[src/logic/cab_supervisor_defs.svh]
// Constants for the cab alertness, overspeed and record trigger block.
// Assumes speeds arrive in tenths of a mph and pressures in tenths of a psi.
`ifndef CAB_SUPERVISOR_DEFS_SVH
`define CAB_SUPERVISOR_DEFS_SVH

// Register byte offsets
`define REG_LIMIT_OUT 8'h00
`define REG_LIMIT_IN 8'h04
`define REG_ZERO_THR 8'h08
`define REG_STATUS 8'h0c
`define REG_REC_COUNT 8'h10

// Reset values of the adjustable thresholds (tenths of a mph)
`define LIMIT_OUT_RESET 16'h033e
`define LIMIT_IN_RESET 16'h03a2
`define ZERO_THR_RESET 16'h001e

// Timing: one second in cycles of the system clock
`define CLK_PERIOD_NS 10
`define SECOND_NS 1000000000
`define SEC_CYCLES (`SECOND_NS / `CLK_PERIOD_NS)
`define RECORD_PERIOD_S 8'hf0
`define VISUAL_S 8'h05
`define AUDIBLE_S 8'h14

// Record trigger and watchdog action/enable thresholds (tenths)
`define SPEED_STEP 16'h000a
`define PRESSURE_STEP 16'h0014
`define INDEP_APPLIED 16'h0096
`define AUTO_CHANGE 16'h0032
`define BC_RELEASED 16'h0096
`define MOVING_SPEED 16'h0005

// Speed breakpoints (tenths of a mph) and their timeouts (seconds)
`define BP_2MPH 16'h0014
`define BP_10MPH 16'h0064
`define BP_20MPH 16'h00c8
`define BP_30MPH 16'h012c
`define BP_40MPH 16'h0190
`define BP_50MPH 16'h01f4
`define BP_60MPH 16'h0258
`define TO_LOW 8'hf0
`define TO_2MPH 8'ha2
`define TO_10MPH 8'h87
`define TO_20MPH 8'h69
`define TO_30MPH 8'h5a
`define TO_40MPH 8'h4d
`define TO_50MPH 8'h44
`define TO_60MPH 8'h3c

// Record cause field positions
`define CAUSE_PERIOD 0
`define CAUSE_SPEED 1
`define CAUSE_PRESSURE 2
`define CAUSE_DIGITAL 3
`define CAUSE_TIMEREF 4
`define CAUSE_W 5

`endif

[src/logic/cab_supervisor_pkg.sv]
// Types shared by the cab supervisor block.
// Assumes the constants header is included alongside.
package cab_supervisor_pkg;
	// Alertness watchdog states, one-hot
	typedef enum logic [3:0] {
		ST_IDLE = 4'h1,
		ST_COUNT = 4'h2,
		ST_WARN = 4'h4,
		ST_PENALTY = 4'h8
	} alert_state_type;
endpackage

[src/logic/cab_supervisor.sv]
// Cab car supervisor: alertness watchdog, overspeed trip, record triggers.
// Assumes all inputs synchronous to mclk; speed/pressures in tenths.
//
// Contract
// - Record every channel once per four minutes
// - Record when speed moves 1 mph
// - Record when pipe or cylinder moves 2 psi
// - Record on any digital input edge
// - Horn valve follows horn sequencer request
// - Aux lights on manual button or horn
// - Valves energised when healthy, off at reset
// - Overspeed limit chosen by stop system, adjustable
// - Zero speed output below adjustable threshold
// - Overspeed drops the overspeed valve
// - Indicate stop system switched in or out
// - Operator actions restart the alertness timer
// - Timeout raises audible and visual alarms
// - Watchdog enabled only in lead, cut in
// - Visual flashes 5 s, audible 20 s
// - No action in window drops penalty valve
// - Timeouts 240, 162, 135 s at low speed
// - Timeouts shorten to 60 s at speed
// - Time reference reception is its own record
`timescale 1ns/1ps
`include "cab_supervisor_defs.svh"

module cab_supervisor
	import cab_supervisor_pkg::*;
#(
	parameter int SEC_CYCLES = `SEC_CYCLES,
	parameter int DIG_W = 36
) (
	// Clock and reset
	input wire logic mclk,
	input wire logic reset,
	// Register port
	input wire logic [7:0] reg_addr,
	input wire logic [31:0] reg_wdata,
	input wire logic reg_write,
	input wire logic reg_read,
	output logic [31:0] reg_rdata,
	// Measurements
	input wire logic [15:0] speed,
	input wire logic [15:0] brake_pipe,
	input wire logic [15:0] brake_cyl,
	input wire logic [15:0] indep_brake,
	// Operator controls and car state
	input wire logic lead_position,
	input wire logic auto_brake_cut_in,
	input wire logic suppression_position,
	input wire logic [3:0] throttle,
	input wire logic reverser_fwd,
	input wire logic reverser_rev,
	input wire logic headlight,
	input wire logic horn_button,
	input wire logic dyn_brake_setup,
	input wire logic bell,
	input wire logic console_reset,
	input wire logic stop_ack,
	input wire logic radio_handle,
	input wire logic manual_sand,
	input wire logic stop_select,
	// Horn and lights
	input wire logic horn_sequencer_request,
	input wire logic horn_signal,
	input wire logic manual_light_request,
	// Recorder sources
	input wire logic [DIG_W-1:0] digital_inputs,
	input wire logic time_ref_pulse,
	// Valves, alarms, indicators
	output logic alert_valve,
	output logic overspeed_valve,
	output logic horn_valve,
	output logic aux_lights,
	output logic alert_audible,
	output logic alert_visual,
	output logic zero_speed,
	output logic stop_system_switched_in,
	output logic stop_system_switched_out,
	// Event recorder sample port
	output logic record_strobe,
	output logic [`CAUSE_W-1:0] record_cause,
	output logic [15:0] record_speed,
	output logic [15:0] record_brake_pipe,
	output logic [15:0] record_brake_cyl,
	output logic [DIG_W-1:0] record_digital
);
	import cab_supervisor_pkg::*;

	localparam int CW = $clog2(SEC_CYCLES);

	// A one-cycle prescaler cannot form a flashing phase
	if (SEC_CYCLES < 2 || DIG_W < 1) begin : g_bad_params
		$error("cab_supervisor: SEC_CYCLES must be >= 2 and DIG_W >= 1");
	end

	// Absolute difference of two tenths values
	function automatic logic [15:0] absdiff(input logic [15:0] a, input logic [15:0] b);
		absdiff = (a > b) ? (a - b) : (b - a);
	endfunction

	// Timeout for a speed: highest breakpoint not above the speed
	function automatic logic [7:0] timeout_for(input logic [15:0] s);
		if (s >= `BP_60MPH) timeout_for = `TO_60MPH;
		else if (s >= `BP_50MPH) timeout_for = `TO_50MPH;
		else if (s >= `BP_40MPH) timeout_for = `TO_40MPH;
		else if (s >= `BP_30MPH) timeout_for = `TO_30MPH;
		else if (s >= `BP_20MPH) timeout_for = `TO_20MPH;
		else if (s >= `BP_10MPH) timeout_for = `TO_10MPH;
		else if (s >= `BP_2MPH) timeout_for = `TO_2MPH;
		else timeout_for = `TO_LOW;
	endfunction

	// Second prescaler
	logic [CW-1:0] sec_cnt, next_sec_cnt;
	logic sec_tick;
	logic flash_on; // First half of each second lights the lamp

	always_comb begin
		sec_tick = (sec_cnt == CW'(SEC_CYCLES - 1));
		next_sec_cnt = sec_tick ? '0 : sec_cnt + 1'b1;
		flash_on = (sec_cnt < CW'(SEC_CYCLES / 2));
	end

	always_ff @(posedge mclk or posedge reset) begin
		if (reset) sec_cnt <= '0;
		else sec_cnt <= next_sec_cnt;
	end

	// Adjustable thresholds and register port
	logic [15:0] limit_out, limit_in, zero_thr;
	logic [15:0] next_limit_out, next_limit_in, next_zero_thr;
	logic [31:0] rec_count, next_rec_count; // Records issued since reset
	logic [31:0] next_rdata;
	logic [15:0] selected_limit;
	alert_state_type state, next_state;
	logic overspeed_trip, next_overspeed_trip;
	logic watch_enable;

	always_comb begin
		next_limit_out = limit_out;
		next_limit_in = limit_in;
		next_zero_thr = zero_thr;
		// Both limits and the zero threshold stay adjustable
		if (reg_write) begin
			unique case (reg_addr)
				`REG_LIMIT_OUT: next_limit_out = reg_wdata[15:0];
				`REG_LIMIT_IN: next_limit_in = reg_wdata[15:0];
				`REG_ZERO_THR: next_zero_thr = reg_wdata[15:0];
				default: ; // Read-only or unmapped: write ignored
			endcase
		end
		next_rdata = '0;
		if (reg_read) begin
			unique case (reg_addr)
				`REG_LIMIT_OUT: next_rdata = {16'h0000, limit_out};
				`REG_LIMIT_IN: next_rdata = {16'h0000, limit_in};
				`REG_ZERO_THR: next_rdata = {16'h0000, zero_thr};
				`REG_STATUS: next_rdata = {24'h000000, overspeed_trip, watch_enable,
					stop_select, 1'b0, state};
				`REG_REC_COUNT: next_rdata = rec_count;
				default: next_rdata = '0; // Unmapped reads as zero
			endcase
		end
	end

	always_ff @(posedge mclk or posedge reset) begin
		if (reset) begin
			limit_out <= `LIMIT_OUT_RESET;
			limit_in <= `LIMIT_IN_RESET;
			zero_thr <= `ZERO_THR_RESET;
			reg_rdata <= '0;
		end else begin
			limit_out <= next_limit_out;
			limit_in <= next_limit_in;
			zero_thr <= next_zero_thr;
			reg_rdata <= next_rdata;
		end
	end

	// Operator action detection
	logic [7:0] level_now, level_prev; // Throttle, reverser, headlight: any edge counts
	logic [7:0] button_now, button_prev; // Pushbuttons and handles: press counts
	logic [15:0] auto_ref, next_auto_ref; // Brake pipe at the last accepted action
	logic action;

	always_comb begin
		level_now = {throttle, reverser_fwd, reverser_rev, headlight, 1'b0};
		button_now = {horn_button, dyn_brake_setup, bell, console_reset, stop_ack,
			radio_handle, manual_sand, indep_brake > `INDEP_APPLIED};
		// Any qualifying action restarts the timer
		action = (level_now != level_prev) || ((button_now & ~button_prev) != 8'h00)
			|| (absdiff(brake_pipe, auto_ref) > `AUTO_CHANGE);
		next_auto_ref = (action || state == ST_IDLE) ? brake_pipe : auto_ref;
	end

	always_ff @(posedge mclk or posedge reset) begin
		if (reset) begin
			level_prev <= '0;
			button_prev <= '0;
			auto_ref <= '0;
		end else begin
			level_prev <= level_now;
			button_prev <= button_now;
			auto_ref <= next_auto_ref;
		end
	end

	// Alertness watchdog
	logic [7:0] elapsed, next_elapsed; // Seconds in COUNT or WARN
	logic [7:0] timeout_now;

	always_comb begin
		// Lead, cut in, and moving, in gear or brakes released
		watch_enable = lead_position && auto_brake_cut_in && (speed > `MOVING_SPEED
			|| reverser_fwd || reverser_rev || brake_cyl < `BC_RELEASED);
		timeout_now = timeout_for(speed);
		next_state = state;
		next_elapsed = sec_tick ? elapsed + 8'h01 : elapsed;
		unique case (state)
			ST_IDLE: begin
				next_elapsed = '0;
				if (watch_enable) next_state = ST_COUNT;
			end
			ST_COUNT: begin
				if (!watch_enable) begin
					next_state = ST_IDLE;
				end else if (action) begin
					next_elapsed = '0;
				end else if (sec_tick && elapsed >= timeout_now - 8'h01) begin
					next_state = ST_WARN;
					next_elapsed = '0;
				end
			end
			ST_WARN: begin
				if (!watch_enable) begin
					next_state = ST_IDLE;
				end else if (action) begin
					next_state = ST_COUNT;
					next_elapsed = '0;
				end else if (sec_tick && elapsed == `AUDIBLE_S - 8'h01) begin
					next_state = ST_PENALTY;
				end
			end
			ST_PENALTY: begin
				// Held until the brake handle reaches suppression
				next_elapsed = '0;
				if (suppression_position) next_state = ST_IDLE;
			end
		endcase
	end

	always_ff @(posedge mclk or posedge reset) begin
		if (reset) begin
			state <= ST_IDLE;
			elapsed <= '0;
		end else begin
			state <= next_state;
			elapsed <= next_elapsed;
		end
	end

	// Valves, alarms and indicators
	logic next_alert_valve, next_overspeed_valve, next_audible, next_visual;

	always_comb begin
		selected_limit = stop_select ? limit_in : limit_out;
		// Trip latches until under speed with the handle in suppression
		next_overspeed_trip = overspeed_trip;
		if (speed > selected_limit) next_overspeed_trip = 1'b1;
		else if (suppression_position) next_overspeed_trip = 1'b0;
		// Energised means healthy, so power loss brakes the train
		next_overspeed_valve = !next_overspeed_trip;
		next_alert_valve = (next_state != ST_PENALTY);
		next_audible = (next_state == ST_WARN);
		next_visual = (next_state == ST_WARN) && (next_elapsed < `VISUAL_S) && flash_on;
	end

	always_ff @(posedge mclk or posedge reset) begin
		if (reset) begin
			overspeed_trip <= 1'b0;
			overspeed_valve <= 1'b0; // De-energised until running
			alert_valve <= 1'b0;
			alert_audible <= 1'b0;
			alert_visual <= 1'b0;
			horn_valve <= 1'b0;
			aux_lights <= 1'b0;
			zero_speed <= 1'b0;
			stop_system_switched_in <= 1'b0;
			stop_system_switched_out <= 1'b0;
		end else begin
			overspeed_trip <= next_overspeed_trip;
			overspeed_valve <= next_overspeed_valve;
			alert_valve <= next_alert_valve;
			alert_audible <= next_audible;
			alert_visual <= next_visual;
			horn_valve <= horn_sequencer_request;
			aux_lights <= manual_light_request || horn_signal;
			zero_speed <= speed < zero_thr;
			stop_system_switched_in <= stop_select;
			stop_system_switched_out <= !stop_select;
		end
	end

	// Record triggers
	logic [7:0] period_sec, next_period_sec; // Free-running four minute count
	logic [DIG_W-1:0] digital_prev;
	logic [`CAUSE_W-1:0] cause;
	logic speed_delta_trig;

	always_comb begin
		next_period_sec = period_sec;
		if (sec_tick) begin
			next_period_sec = (period_sec == `RECORD_PERIOD_S - 8'h01) ? 8'h00
				: period_sec + 8'h01;
		end
		speed_delta_trig = absdiff(speed, record_speed) >= `SPEED_STEP;
		cause = '0;
		cause[`CAUSE_PERIOD] = sec_tick && period_sec == `RECORD_PERIOD_S - 8'h01;
		cause[`CAUSE_SPEED] = speed_delta_trig;
		cause[`CAUSE_PRESSURE] = absdiff(brake_pipe, record_brake_pipe) >= `PRESSURE_STEP
			|| absdiff(brake_cyl, record_brake_cyl) >= `PRESSURE_STEP;
		cause[`CAUSE_DIGITAL] = digital_inputs != digital_prev;
		cause[`CAUSE_TIMEREF] = time_ref_pulse;
		next_rec_count = (cause != '0) ? rec_count + 32'h00000001 : rec_count;
	end

	always_ff @(posedge mclk or posedge reset) begin
		if (reset) begin
			period_sec <= '0;
			digital_prev <= '0;
			rec_count <= '0;
			record_strobe <= 1'b0;
			record_cause <= '0;
			record_speed <= '0;
			record_brake_pipe <= '0;
			record_brake_cyl <= '0;
			record_digital <= '0;
		end else begin
			period_sec <= next_period_sec;
			digital_prev <= digital_inputs;
			rec_count <= next_rec_count;
			record_strobe <= cause != '0;
			record_cause <= cause;
			// Every channel is sampled together so deltas use the stored record
			if (cause != '0) begin
				record_speed <= speed;
				record_brake_pipe <= brake_pipe;
				record_brake_cyl <= brake_cyl;
				record_digital <= digital_inputs;
			end
		end
	end

	// Checks
	property p_horn;
		@(posedge mclk) disable iff (reset) horn_sequencer_request |=> horn_valve;
	endproperty
	a_horn: assert property (p_horn) else $error("horn valve missed request");

	property p_lights;
		@(posedge mclk) disable iff (reset)
		(manual_light_request || horn_signal) |=> aux_lights;
	endproperty
	a_lights: assert property (p_lights) else $error("aux lights missed");

	property p_overspeed;
		@(posedge mclk) disable iff (reset) (speed > selected_limit) |=> !overspeed_valve;
	endproperty
	a_overspeed: assert property (p_overspeed) else $error("overspeed valve held");

	property p_zero;
		@(posedge mclk) disable iff (reset) (speed < zero_thr) |=> zero_speed;
	endproperty
	a_zero: assert property (p_zero) else $error("zero speed not shown");

	property p_stop_ind;
		@(posedge mclk) disable iff (reset)
		stop_select |=> stop_system_switched_in && !stop_system_switched_out;
	endproperty
	a_stop_ind: assert property (p_stop_ind) else $error("stop indicator wrong");

	property p_enable;
		@(posedge mclk) disable iff (reset)
		(!watch_enable && state != ST_PENALTY) |=> state == ST_IDLE;
	endproperty
	a_enable: assert property (p_enable) else $error("watchdog ran disabled");

	property p_alarm;
		@(posedge mclk) disable iff (reset) (state == ST_WARN) |-> alert_audible;
	endproperty
	a_alarm: assert property (p_alarm) else $error("audible missing in warn");

	property p_penalty;
		@(posedge mclk) disable iff (reset)
		(state == ST_WARN && watch_enable && !action && sec_tick && elapsed == 8'h13)
		|=> state == ST_PENALTY && !alert_valve && !alert_audible;
	endproperty
	a_penalty: assert property (p_penalty) else $error("penalty not applied");

	property p_restart;
		@(posedge mclk) disable iff (reset)
		(state == ST_WARN && watch_enable && action)
		|=> state == ST_COUNT && elapsed == 8'h00 && !alert_audible && !alert_visual;
	endproperty
	a_restart: assert property (p_restart) else $error("action in window lost");

	property p_rec_speed;
		@(posedge mclk) disable iff (reset) speed_delta_trig |=> record_strobe;
	endproperty
	a_rec_speed: assert property (p_rec_speed) else $error("speed record missed");

	property p_rec_digital;
		@(posedge mclk) disable iff (reset)
		(digital_inputs != digital_prev) |=> record_strobe && record_cause[`CAUSE_DIGITAL];
	endproperty
	a_rec_digital: assert property (p_rec_digital) else $error("edge record missed");

	property p_timeref;
		@(posedge mclk) disable iff (reset)
		time_ref_pulse |=> record_strobe && record_cause[`CAUSE_TIMEREF];
	endproperty
	a_timeref: assert property (p_timeref) else $error("time ref not logged");

	property p_period;
		@(posedge mclk) disable iff (reset)
		(sec_tick && period_sec == 8'hef) |=> record_cause[`CAUSE_PERIOD] && period_sec == 8'h00;
	endproperty
	a_period: assert property (p_period) else $error("periodic record missed");
endmodule

[config.mk]
export PLATFORM = sky130hd
export DESIGN_NAME = cab_supervisor
export DESIGN_NICKNAME = d
export VERILOG_FILES = /design/src/logic/cab_supervisor_pkg.sv /design/src/logic/cab_supervisor.sv
export VERILOG_INCLUDE_DIRS = /design/src /design/src/logic
export SDC_FILE = /design/constraint.sdc
export NUM_CORES = 1
export LEC_CHECK = 0
export BUFFER_PORTS_ARGS = -buffer_cell sky130_fd_sc_hd__buf_2
export CORE_MARGIN = 2
export CORE_UTILIZATION = 59
export CTS_BUF_LIST = sky130_fd_sc_hd__clkbuf_16
export CTS_CLUSTER_DIAMETER = 30
export DETAILED_ROUTE_END_ITERATION = 10
export PLACE_DENSITY = 0.82
export SYNTH_ARGS = -nofsm -noshare
export SYNTH_HDL_FRONTEND = slang
export SYNTH_SLANG_ARGS = --single-unit
[constraint.sdc]
create_clock -name mclk -period 11.96 [get_ports mclk]
set_input_delay 1.794 -clock mclk [delete_from_list [all_inputs] [get_ports mclk]]
set_output_delay 1.794 -clock mclk [all_outputs]
set_load 0.02 [all_outputs]
==> run metrics, run 1 <==
fraction of layout cells with a size suffix above 1=20.4%; Starting Density=59.9%; Yosys reg bits=326; syn nets=2616; wire length of the first global-routing pass=95300 um; Main synth FF type=dfrtp_1; simple logic cell fraction of the synthesized area=15.1%; die height=194 um; Startpoint Class=input port; drt drc=0; RSZ-0062 raised after global routing=no; count of mapped cells out of synthesis=2274; compound-cell area share of the yosys netlist=16.5%; Final Cycle Share=60.2%; top post-synthesis cells by area=dfrtp_1 (36%), ha_1 (9.9%), mux2_2 (3.8%); routability-driven placement congestion ratio=0.908; Slew @ Worst Pin=1.35 ns; Worst R2R Start=record_brake_cyl[10]$_DFFE_PP0P_; f_max=0.139 GHz; worst IR drop on VDD=0.000164 V; Initial DRC Count=1382; WL/cell=19.2 um; Yosys top cell area share=36.4%; most area-hungry cell type in the Yosys netlist=dfrtp_1; Pleak=11.9 nW; Synth Area in XOR/XNOR=6.14%; pin count of the biggest net entering global routing=109; First-pass DRT Iterations=5; Routed Antenna Nets=0; port bufs=280; Max Root-Sink Buffers=3; worst r2r path cells=14; latest clock arrival within the worst-skew pair=0.59 ns; Resize count post-CTS=0; Clock transition at path regs=0.05 ns; area of the mapped netlist=0.0212 mm^2; clock sinks=326; vias after detailed routing=18500; Critical Path End Type=flip-flop; final hold vios=0; Die Area=0.0375 mm^2; dpl cells=2935; Final min period=7.20 ns; Endpoint, Worst Hold=record_digital[6]$_DFFE_PP0P_; required time worst endpoint=12.42 ns; Setup WS pre-CTS=4.25 ns; Via density=6.05; synth warn=0; final std cells w/o fill=3066; CTS root buf=clkbuf_16; area grow syn2layout=19.3%; asr flop ratio synth=100%; H-Tree Level Count=3; antenna violations before repair=1; CTS tree=built; PwrDens=147 mW/mm^2; Avg Inst Size Synth=9.34 um^2; NumNets Final=2888; HP Start=record_digital[6]$_DFFE_PP0P_; slew margin rel.=9.74%; final WL=58900 um; Post-synth top cells=dfrtp_1 (309), nand2_1 (188), inv_1 (182), ha_1 (168), a21oi_1 (142); die span in x=194 um; Worst Hold Class=flip-flop to flip-flop; Cell Area, Placed=0.0229 mm^2; Worst EP arrival=7.66 ns; post-DP HPWL=41400 um; Overflow after GRT=0; post-route setup slack=4.76 ns; Netlist cell types=74; largest family of logic cells by synthesized area=compound AO/OA/AOI/OAI gates; Final Setup Violations=0; Hold WS=0.482 ns; worst r2r dst=record_digital[16]$_DFFE_PP0P_; register area share after synthesis=38.5%; status=completed; most numerous cell in the Yosys netlist=dfrtp_1; Total Routing Usage GR=30.9%; maximum fanout along the worst path=74; cts hold-fix bufs=0; Placeable Area=0.0355 mm^2; Setup Total Neg Slack=0 ns; post-synthesis mux area share=7.72%; WHS Path Cells=1; row cnt=69; WS Path Type=input port to flip-flop; vias in the first global route=18700; R2R setup slack=5.71 ns; Post-Synth Adder-Cell Area=10.7%; Final Cell Area=0.0253 mm^2; Num CTS Buffers=70; max-slew violation count=0; post-CTS setup buffers=0; Setup Skew=0.0235 ns; Post-synth EDFFs=0; max cap viols=0; I/O pin count=297
## kinds of logic (layout without fill, tap and decap cells)
family	Yosys count	in the layout
compound gates	555	555
xor+xnor	149	149
buf+inv	276	606
mux	151	151
other cells	0	1
fa+ha+maj	176	176
flops	326	326
simple gates	641	641
## placed cells by master, fill, tap and decap left out, types with 12 or more instances in the layout
master     Yosys  final
mux2_2        72     72
mux2_1        30     30
a211oi_1      12     12
o221ai_1      14     14
and2_1        27     27
o21bai_1      15     15
inv_1        182    185
inv_6          0     13
xnor2_1       81     81
nor3_1        42     42
a31oi_1       18     18
buf_2         28    280
or2_2         12     12
clkbuf_16      0     71
o21ai_1       32     32
o21a_1        17     17
nand2b_1      22     22
nand4_1       52     52
ha_1         168    168
nor2_1       131    131
a21oi_1      142    142
nor4_1        26     25
o211ai_1      14     14
dfstp_2       17     17
mux2i_1       49     49
xor2_1        68     68
buf_4          9     14
and3_1        18     18
dfrtp_1      309    309
a22oi_1       17     17
nand3_1       50     50
o21ai_0      126    126
nor2b_1       26     26
nand2_1      188    188
a21o_1        55     55
## worst max-delay path by stage
stage               slack [ns]     startpoint  depth (start not counted)                             end
finish                    4.76  brake_cyl[10]                         16  record_digital[16]$_DFFE_PP0P_
global route              4.34  brake_cyl[10]                         17       rec_count[14]$_DFFE_PP0P_
CTS                       4.82  brake_cyl[10]                         16  record_digital[16]$_DFFE_PP0P_
detailed placement        4.25  brake_cyl[10]                         16  record_digital[18]$_DFFE_PP0P_
global placement          4.34  brake_cyl[10]                         16  record_digital[16]$_DFFE_PP0P_
floorplan                 1.17          reset                          1         alert_audible$_DFF_PP0_
## layer usage
metal / vias to the layer above / wire (um) / track usage (%)
met3: 139 / 4580 / 6.80
met4: 0 / 1710 / 10.6
met5: - / 0 / 0
met1: 8959 / 24100 / 39.1
li1: 8633 / - / -
met2: 817 / 28600 / 52.4
## through the flow
step / power (mW) / util, %
6_report: 3.73 / 71.4
5_1_grt: 3.86 / 71.4
3_5_place_dp: 1.74 / 64.5
3_3_place_gp: 1.72 / 64.5
2_1_floorplan: 1.57 / -
4_1_cts: 3.74 / 71.4
## worst max-delay path, stage by stage
cell and delay, ns:
buf_2 0.11, inv_1 0.05, ha_1 0.55, nand4_1 0.27
or2_1 0.37, a221o_1 0.38, a21oi_2 0.64, mux2_2 0.41
a221oi_1 0.32, nand4b_1 0.16, a2111oi_0 0.40, nand4_1 0.26
nor4_4 0.32, buf_4 0.38, buf_4 0.74, mux2_2 0.42
## cell type report
| cell class | instances | area [um^2] |
|---|---|---|
| inverter | 182 | 691 |
| antenna | 1 | 2.50 |
| tap | 461 | 577 |
| clock buffer | 71 | 1780 |
| sequential | 326 | 8180 |
| multi-input combinational | 1672 | 11900 |
| fill | 2539 | 10100 |
| clock inverter | 59 | 673 |
| timing repair buffer | 294 | 1510 |
## where the power goes
part | leakage, nW | switching, mW | internal, mW
logic | 6.78 | 0.349 | 0.218
registers | 3.98 | 0.0281 | 1.14
clock network | 1.19 | 0.686 | 1.30
## state kept, by name (all words and copies together), names as in the netlist, 16 cells and up
name,count
record_brake_pipe,16
record_speed,16
zero_thr,16
digital_prev,36
rec_count,32
limit_out,16
limit_in,16
record_digital,36
auto_ref,16
sec_cnt,27
reg_rdata,32
record_brake_cyl,16
Note: power is estimated with default switching activity, not from simulation.
==> run 2: changes to the inputs <==
--- a/config.mk
+++ b/config.mk
@@ -8,11 +8,11 @@
 export LEC_CHECK = 0
 export BUFFER_PORTS_ARGS = -buffer_cell sky130_fd_sc_hd__buf_2
 export CORE_MARGIN = 2
-export CORE_UTILIZATION = 59
+export CORE_UTILIZATION = 53
 export CTS_BUF_LIST = sky130_fd_sc_hd__clkbuf_16
 export CTS_CLUSTER_DIAMETER = 30
 export DETAILED_ROUTE_END_ITERATION = 10
-export PLACE_DENSITY = 0.82
+export PLACE_DENSITY = 0.78
 export SYNTH_ARGS = -nofsm -noshare
 export SYNTH_HDL_FRONTEND = slang
 export SYNTH_SLANG_ARGS = --single-unit
==> constraint.sdc (replaced) <==
create_clock -name mclk -period 6.2 [get_ports mclk]
set_input_delay 0.93 -clock mclk [delete_from_list [all_inputs] [get_ports mclk]]
set_output_delay 0.93 -clock mclk [all_outputs]
set_load 0.02 [all_outputs]
==> run metrics, run 2 (same netlist as run 1, synthesis figures left out) <==
vias in the first global route=18300 (-1.7%); clock sinks=326 (unchanged); Final Setup Violations=0 (unchanged); Clock transition at path regs=0.05 ns (about the same); length of routed met3 wiring=3870 um (-15%); commonest non-fill, non-tap cell in the layout=dfrtp_1; fraction of layout cells with a size suffix above 1=20.7% (+0.28 points); wire length of the first global-routing pass=92600 um (-2.9%); Worst EP arrival=5.83 ns (-1.83 ns); Routed Antenna Nets=0 (unchanged); WL/cell=18.1 um (-5.8%); die height=204 um (+5.4%); NumNets Final=2913 (+0.87%); wl on met1=24400 um (+1.1%); maximum fanout along the worst path=27 (-64%); Routed met2 length=27600 um (-3.4%); Comb pwr share=14.8% (-0.4 points); I/O pin count=297 (unchanged); WS Path Type=input port to flip-flop; status=completed; Die Area=0.0417 mm^2 (+11%); die span in x=204 um (+5.4%); Critical Path End Type=flip-flop; max cap viols=0 (unchanged); Cell Area, Placed=0.0232 mm^2 (+1.3%); CTS tree=built; Overflow after GRT=0 (unchanged); required time worst endpoint=6.70 ns (-5.72 ns); post-DP HPWL=41400 um (about the same); Hold WS=0.453 ns (-0.0287 ns); Final Cell Area=0.0258 mm^2 (+1.8%); antenna violations before repair=1 (unchanged); drt drc=0 (unchanged); post-CTS setup buffers=0 (unchanged); most frequent cells in the layout=dfrtp_1 (309), buf_2 (280), inv_1 (189), nand2_1 (188), ha_1 (168); Setup WS pre-CTS=0.361 ns (-3.89 ns); sequential share of power=30.5% (-0.9 points); post-route setup slack=0.871 ns (-3.89 ns); RSZ-0062 raised after global routing=no; internal power=5.43 mW (+100%); Startpoint Class=input port; top layer in use=met4; Via density=5.80 (-4.0%); H-Tree Level Count=3 (unchanged); Final Cycle Share=86.0%; Sw Pwr=1.98 mW (+86%); pin count of the biggest net entering global routing=164 (+50%); Max Root-Sink Buffers=3 (unchanged); row cnt=73 (+5.8%); Starting Density=53.6% (-6.3 points); Resize count post-CTS=0 (unchanged); worst IR drop on VDD=0.000303 V (+85%); f_max=0.188 GHz; latest clock arrival within the worst-skew pair=0.59 ns (about the same); Worst Hold Class=input port to flip-flop; Num CTS Buffers=74 (+5.7%); vias after detailed routing=18300 (-1.2%); max-slew violation count=0 (unchanged); final hold vios=0 (unchanged); CTS root buf=clkbuf_16; Pleak=12.1 nW (+1.7%); final WL=57200 um (-2.9%); cts hold-fix bufs=0 (unchanged); Setup Skew=0.0215 ns (-0.00196 ns); Slew @ Worst Pin=1.33 ns (-0.0275 ns); routability-driven placement congestion ratio=0.934 (+3.0%); Setup Total Neg Slack=0 ns (unchanged); Placeable Area=0.0396 mm^2 (+12%); area grow syn2layout=21.4%; First-pass DRT Iterations=6 (+1); PwrDens=287 mW/mm^2 (+95%); Total Routing Usage GR=27.4% (-3.5 points); Final min period=5.33 ns; slew margin rel.=11.6% (+1.8 points); power share of the clock group=54.7% (+1.4 points); biggest regs=digital_prev: 36 flops, record_digital: 36 flops; port bufs=280 (unchanged); Sw Ratio=26.8% (-1.8 points); Initial DRC Count=1346 (-2.6%)
[run 2: cell types whose count changed in the layout (fill, tap and decap cells not counted)]
cell       delta
clkinv_2      -1
clkinv_1     +10
buf_12        +5
bufinv_16     +5
clkinv_4      -6
diode_2       +1
buf_4        +16
inv_1         +4
inv_8         -2
inv_6         -8
clkbuf_16     +4
[run 2: power by group through the flow]
| stage | Combinational, mW | Clock [mW] | Sequential [mW] |
|---|---|---|---|
| after floorplan | 0.720 | 0 | 2.32 |
| after CTS | 1.09 | 4.11 | 2.26 |
| after global routing | 1.21 | 4.22 | 2.27 |
| final | 1.10 | 4.05 | 2.26 |
| after global placement | 1.05 | 0 | 2.28 |
| after detailed placement | 1.07 | 0 | 2.29 |
[run 2: worst paths after layout]
path                                                   from                               end  slack, ns  cells after the start
hold reg to reg                   rec_count[19]$_DFFE_PP0P_         rec_count[19]$_DFFE_PP0P_       0.48                      1
setup / recovery                                   speed[2]  record_brake_pipe[0]$_DFFE_PP0P_       0.87                     16
hold / removal                       horn_sequencer_request              horn_valve$_DFF_PP0_       0.45                      1
setup reg to reg           record_brake_cyl[10]$_DFFE_PP0P_  record_brake_pipe[0]$_DFFE_PP0P_       1.12                     15
min in group asynchronous                             reset    record_digital[10]$_DFFE_PP0P_       0.48                      2
max in group asynchronous                             reset   record_brake_cyl[8]$_DFFE_PP0P_       4.37                      3
[run 2: metrics by stage]
stage / power [mW] / cells / util [%]
2_1_floorplan: 3.04 / 2274 / -
5_1_grt: 7.70 / 3156 / 65.1
3_5_place_dp: 3.36 / 3020 / 58.5
6_report: 7.41 / 3158 / 65.1
4_1_cts: 7.46 / 3156 / 65.1
3_3_place_gp: 3.33 / 3020 / 58.5
[run 2: metal layers]
metal / global-route usage [%] / up-vias
met5: 0 / -
met4: 10.2 / 0
met3: 5.47 / 98
met2: 45.6 / 675
met1: 35.3 / 8880
li1: - / 8679
[run 2: final cells by class]
| cell class | instances | area [um^2] |
|---|---|---|
| Clock inverter | 61 | 729 |
| Fill cell | 3137 | 13800 |
| Antenna cell | 2 | 5.00 |
| Timing Repair Buffer | 315 | 1730 |
| Inverter | 182 | 687 |
| Clock buffer | 75 | 1880 |
| Tap cell | 525 | 657 |
| Sequential cell | 326 | 8180 |
| Multi-Input combinational cell | 1672 | 11900 |
[run 2: worst max-delay path, stage by stage]
cell and delay, ns:
buf_2 0.21, inv_1 0.11, ha_1 0.52, a211oi_1 0.19, o211ai_1 0.30, nand4_1 0.16, a21oi_1 1.05, o21ai_0 0.23
a221o_1 0.38, nor4_1 0.25, nand4_1 0.21, nor4_4 0.40, buf_4 0.37, buf_4 0.33, nand2_1 0.09, o21ai_0 0.08
==> run 3: changes to the inputs <==
--- a/config.mk
+++ b/config.mk
@@ -8,11 +8,11 @@
 export LEC_CHECK = 0
 export BUFFER_PORTS_ARGS = -buffer_cell sky130_fd_sc_hd__buf_2
 export CORE_MARGIN = 2
-export CORE_UTILIZATION = 53
-export CTS_BUF_LIST = sky130_fd_sc_hd__clkbuf_16
+export CORE_UTILIZATION = 54
+export CTS_BUF_LIST = sky130_fd_sc_hd__clkbuf_8
 export CTS_CLUSTER_DIAMETER = 30
 export DETAILED_ROUTE_END_ITERATION = 10
-export PLACE_DENSITY = 0.78
+export PLACE_DENSITY = 0.79
 export SYNTH_ARGS = -nofsm -noshare
 export SYNTH_HDL_FRONTEND = slang
 export SYNTH_SLANG_ARGS = --single-unit
==> run metrics, run 3 (same netlist as run 1, synthesis figures left out) <==
status=completed; Overflow after GRT=0 (unchanged); Total Routing Usage GR=27.2% (-0.21 points); Max Root-Sink Buffers=3 (unchanged); Overall Power=6.15 mW (-17%); vias after detailed routing=18200 (-0.60%); latest clock arrival within the worst-skew pair=0.63 ns (+0.04 ns); most frequent cells in the layout=dfrtp_1 (309), buf_2 (280), inv_1 (193), nand2_1 (188), ha_1 (168); final hold vios=0 (unchanged); H-Tree Level Count=3 (unchanged); HP Start=horn_sequencer_request; Via density=5.79 (-0.28%); worst IR drop on VDD=0.000246 V (-19%); max cap viols=0 (unchanged); CP max-delay cell=a21oi_1; drt drc=0 (unchanged); worst r2r dst=record_brake_pipe[15]$_DFFE_PP0P_; Pleak=11.8 nW (-3.2%); Worst EP arrival=5.81 ns (-0.02 ns); commonest non-fill, non-tap cell in the layout=dfrtp_1; Final Setup Violations=0 (unchanged); row cnt=72 (-1.4%); Critical Path End Type=flip-flop; fillers=3160 (+0.73%); clock sinks=326 (unchanged); Setup Total Neg Slack=0 ns (unchanged); Worst Hold Class=input port to flip-flop; cts hold-fix bufs=0 (unchanged); Initial DRC Count=1148 (-15%); Resize count post-CTS=0 (unchanged); worst r2r path cells=14 (-1); post-route setup slack=0.874 ns (+0.00333 ns); die height=202 um (-0.91%); worst path bufs/invs=3 (-1); post-DP HPWL=41700 um (+0.66%); Most Frequent Cell on Critical Path=nand4_1; pin count of the biggest net entering global routing=165 (+0.61%); CTS root buf=clkbuf_8; WL/cell=17.8 um (-1.9%); Endpoint, Worst Hold=horn_valve$_DFF_PP0_; fraction of layout cells with a size suffix above 1=21.0% (+0.32 points); area occupied by multi-input gates=0.0119 mm^2 (unchanged); worst-path cell chain=buf_2, inv_1, ha_1, nand2_1, o21ai_0, nand4_1, a21oi_1, nand3b_1, o311a_1, a221o_1, nor4_1, nand4_1, nor4_4, buf_4, mux2_1; maximum fanout along the worst path=49 (+81%); Final min period=5.33 ns (-0.00333 ns); Startpoint Class=input port; port bufs=280 (unchanged); Slew @ Worst Pin=1.31 ns (-0.0124 ns); Final Cell Area=0.0249 mm^2 (-3.6%); final WL=55900 um (-2.2%); Num CTS Buffers=78 (+5.4%); WS Path Type=input port to flip-flop; area grow syn2layout=17.1%; biggest regs=digital_prev: 36 flops, record_digital: 36 flops; slew margin rel.=12.4% (+0.83 points); Final Cycle Share=85.9% (about the same); PwrDens=247 mW/mm^2 (-14%); Cell Area, Placed=0.0231 mm^2 (-0.41%); die span in x=202 um (-0.91%); Setup Skew=0.0328 ns (+0.0113 ns); f_max=0.188 GHz (about the same); post-CTS setup buffers=0 (unchanged); CTS tree=built; final design utilization=64.2% (-0.87 points); routability-driven placement congestion ratio=0.922 (-1.3%); Setup WS pre-CTS=0.339 ns (-0.0222 ns); vias in the first global route=18200 (-0.67%); RSZ-0062 raised after global routing=no; wire length of the first global-routing pass=91400 um (-1.3%); First-pass DRT Iterations=8 (+2); Placeable Area=0.0387 mm^2 (-2.3%); R2R setup slack=1.09 ns (-0.03 ns); CP peak stage delay=1.05 ns (about the same); Routed Antenna Nets=0 (unchanged); Starting Density=54.8% (+1.2 points); register area=0.00818 mm^2 (unchanged); Clock transition at path regs=0.05 ns (about the same); WHS Path Cells=1 (unchanged); critical path's top delay family=compound AO/OA/AOI/OAI gates; required time worst endpoint=6.68 ns (-0.02 ns); NumNets Final=2909 (-0.14%); I/O pin count=297 (unchanged); Die Area=0.0409 mm^2 (-1.8%); max-slew violation count=0 (unchanged); Worst R2R Start=record_brake_pipe[9]$_DFFE_PP0P_; antenna violations before repair=1 (unchanged)
run 3: layer usage:
layer,global-route usage (%),vias to the layer above,share of wire (%)
met5,0,-,0
met4,9.41,0,2.7
met3,5.56,97,6.1
met2,45.3,559,48
met1,35.3,8903,43
li1,-,8663,-
run 3: worst max path at each step:
stage | start | endpoint | slack, ns | cells past startpoint
2_1_floorplan | reset | alert_audible$_DFF_PP0_ | 0.93 | 1
3_3_place_gp | speed[7] | record_brake_pipe[15]$_DFFE_PP0P_ | 0.45 | 14
3_5_place_dp | speed[2] | record_brake_pipe[15]$_DFFE_PP0P_ | 0.34 | 14
4_1_cts | speed[7] | record_brake_pipe[15]$_DFFE_PP0P_ | 0.98 | 15
5_1_grt | speed[7] | record_brake_pipe[15]$_DFFE_PP0P_ | 0.49 | 14
6_report | speed[7] | record_brake_pipe[15]$_DFFE_PP0P_ | 0.87 | 15
run 3: worst reg2reg max path, cell delays in order (launching register included):
cell,delay [ns]
dfrtp_1,0.43
ha_1,0.47
nand2_1,0.24
or3_1,0.47
nor4_2,0.43
a21oi_1,0.30
buf_4,0.29
nor2_1,0.12
a21oi_1,0.05
nand4b_1,0.22
a2111oi_0,0.40
nand4_1,0.30
nor4_4,0.40
buf_4,0.48
mux2_1,0.37
run 3: final cells by class:
cell class / count / area share, %
repair buffers: 307 / 6.60
flip-flops and latches: 326 / 32.9
inverters: 182 / 2.76
well taps: 518 / 2.61
diodes: 1 / 0.0101
multi-input cells: 1672 / 48.0
clock buffers: 94 / 5.20
clock inverters: 48 / 1.94
run 3: per-stage QoR:
step	hold slack, ns	instances
after floorplan	0.434	2274
after global placement	0.450	3005
after detailed placement	0.460	3005
after CTS	0.374	3147
after global routing	0.373	3148
final	0.409	3148
run 3: power breakdown:
part / leakage, nW / internal, mW / switching [mW]
clock network: 0.936 / 1.70 / 1.10
registers: 3.98 / 2.20 / 0.0514
logic: 6.85 / 0.426 / 0.664
total: 11.8 / 4.33 / 1.82
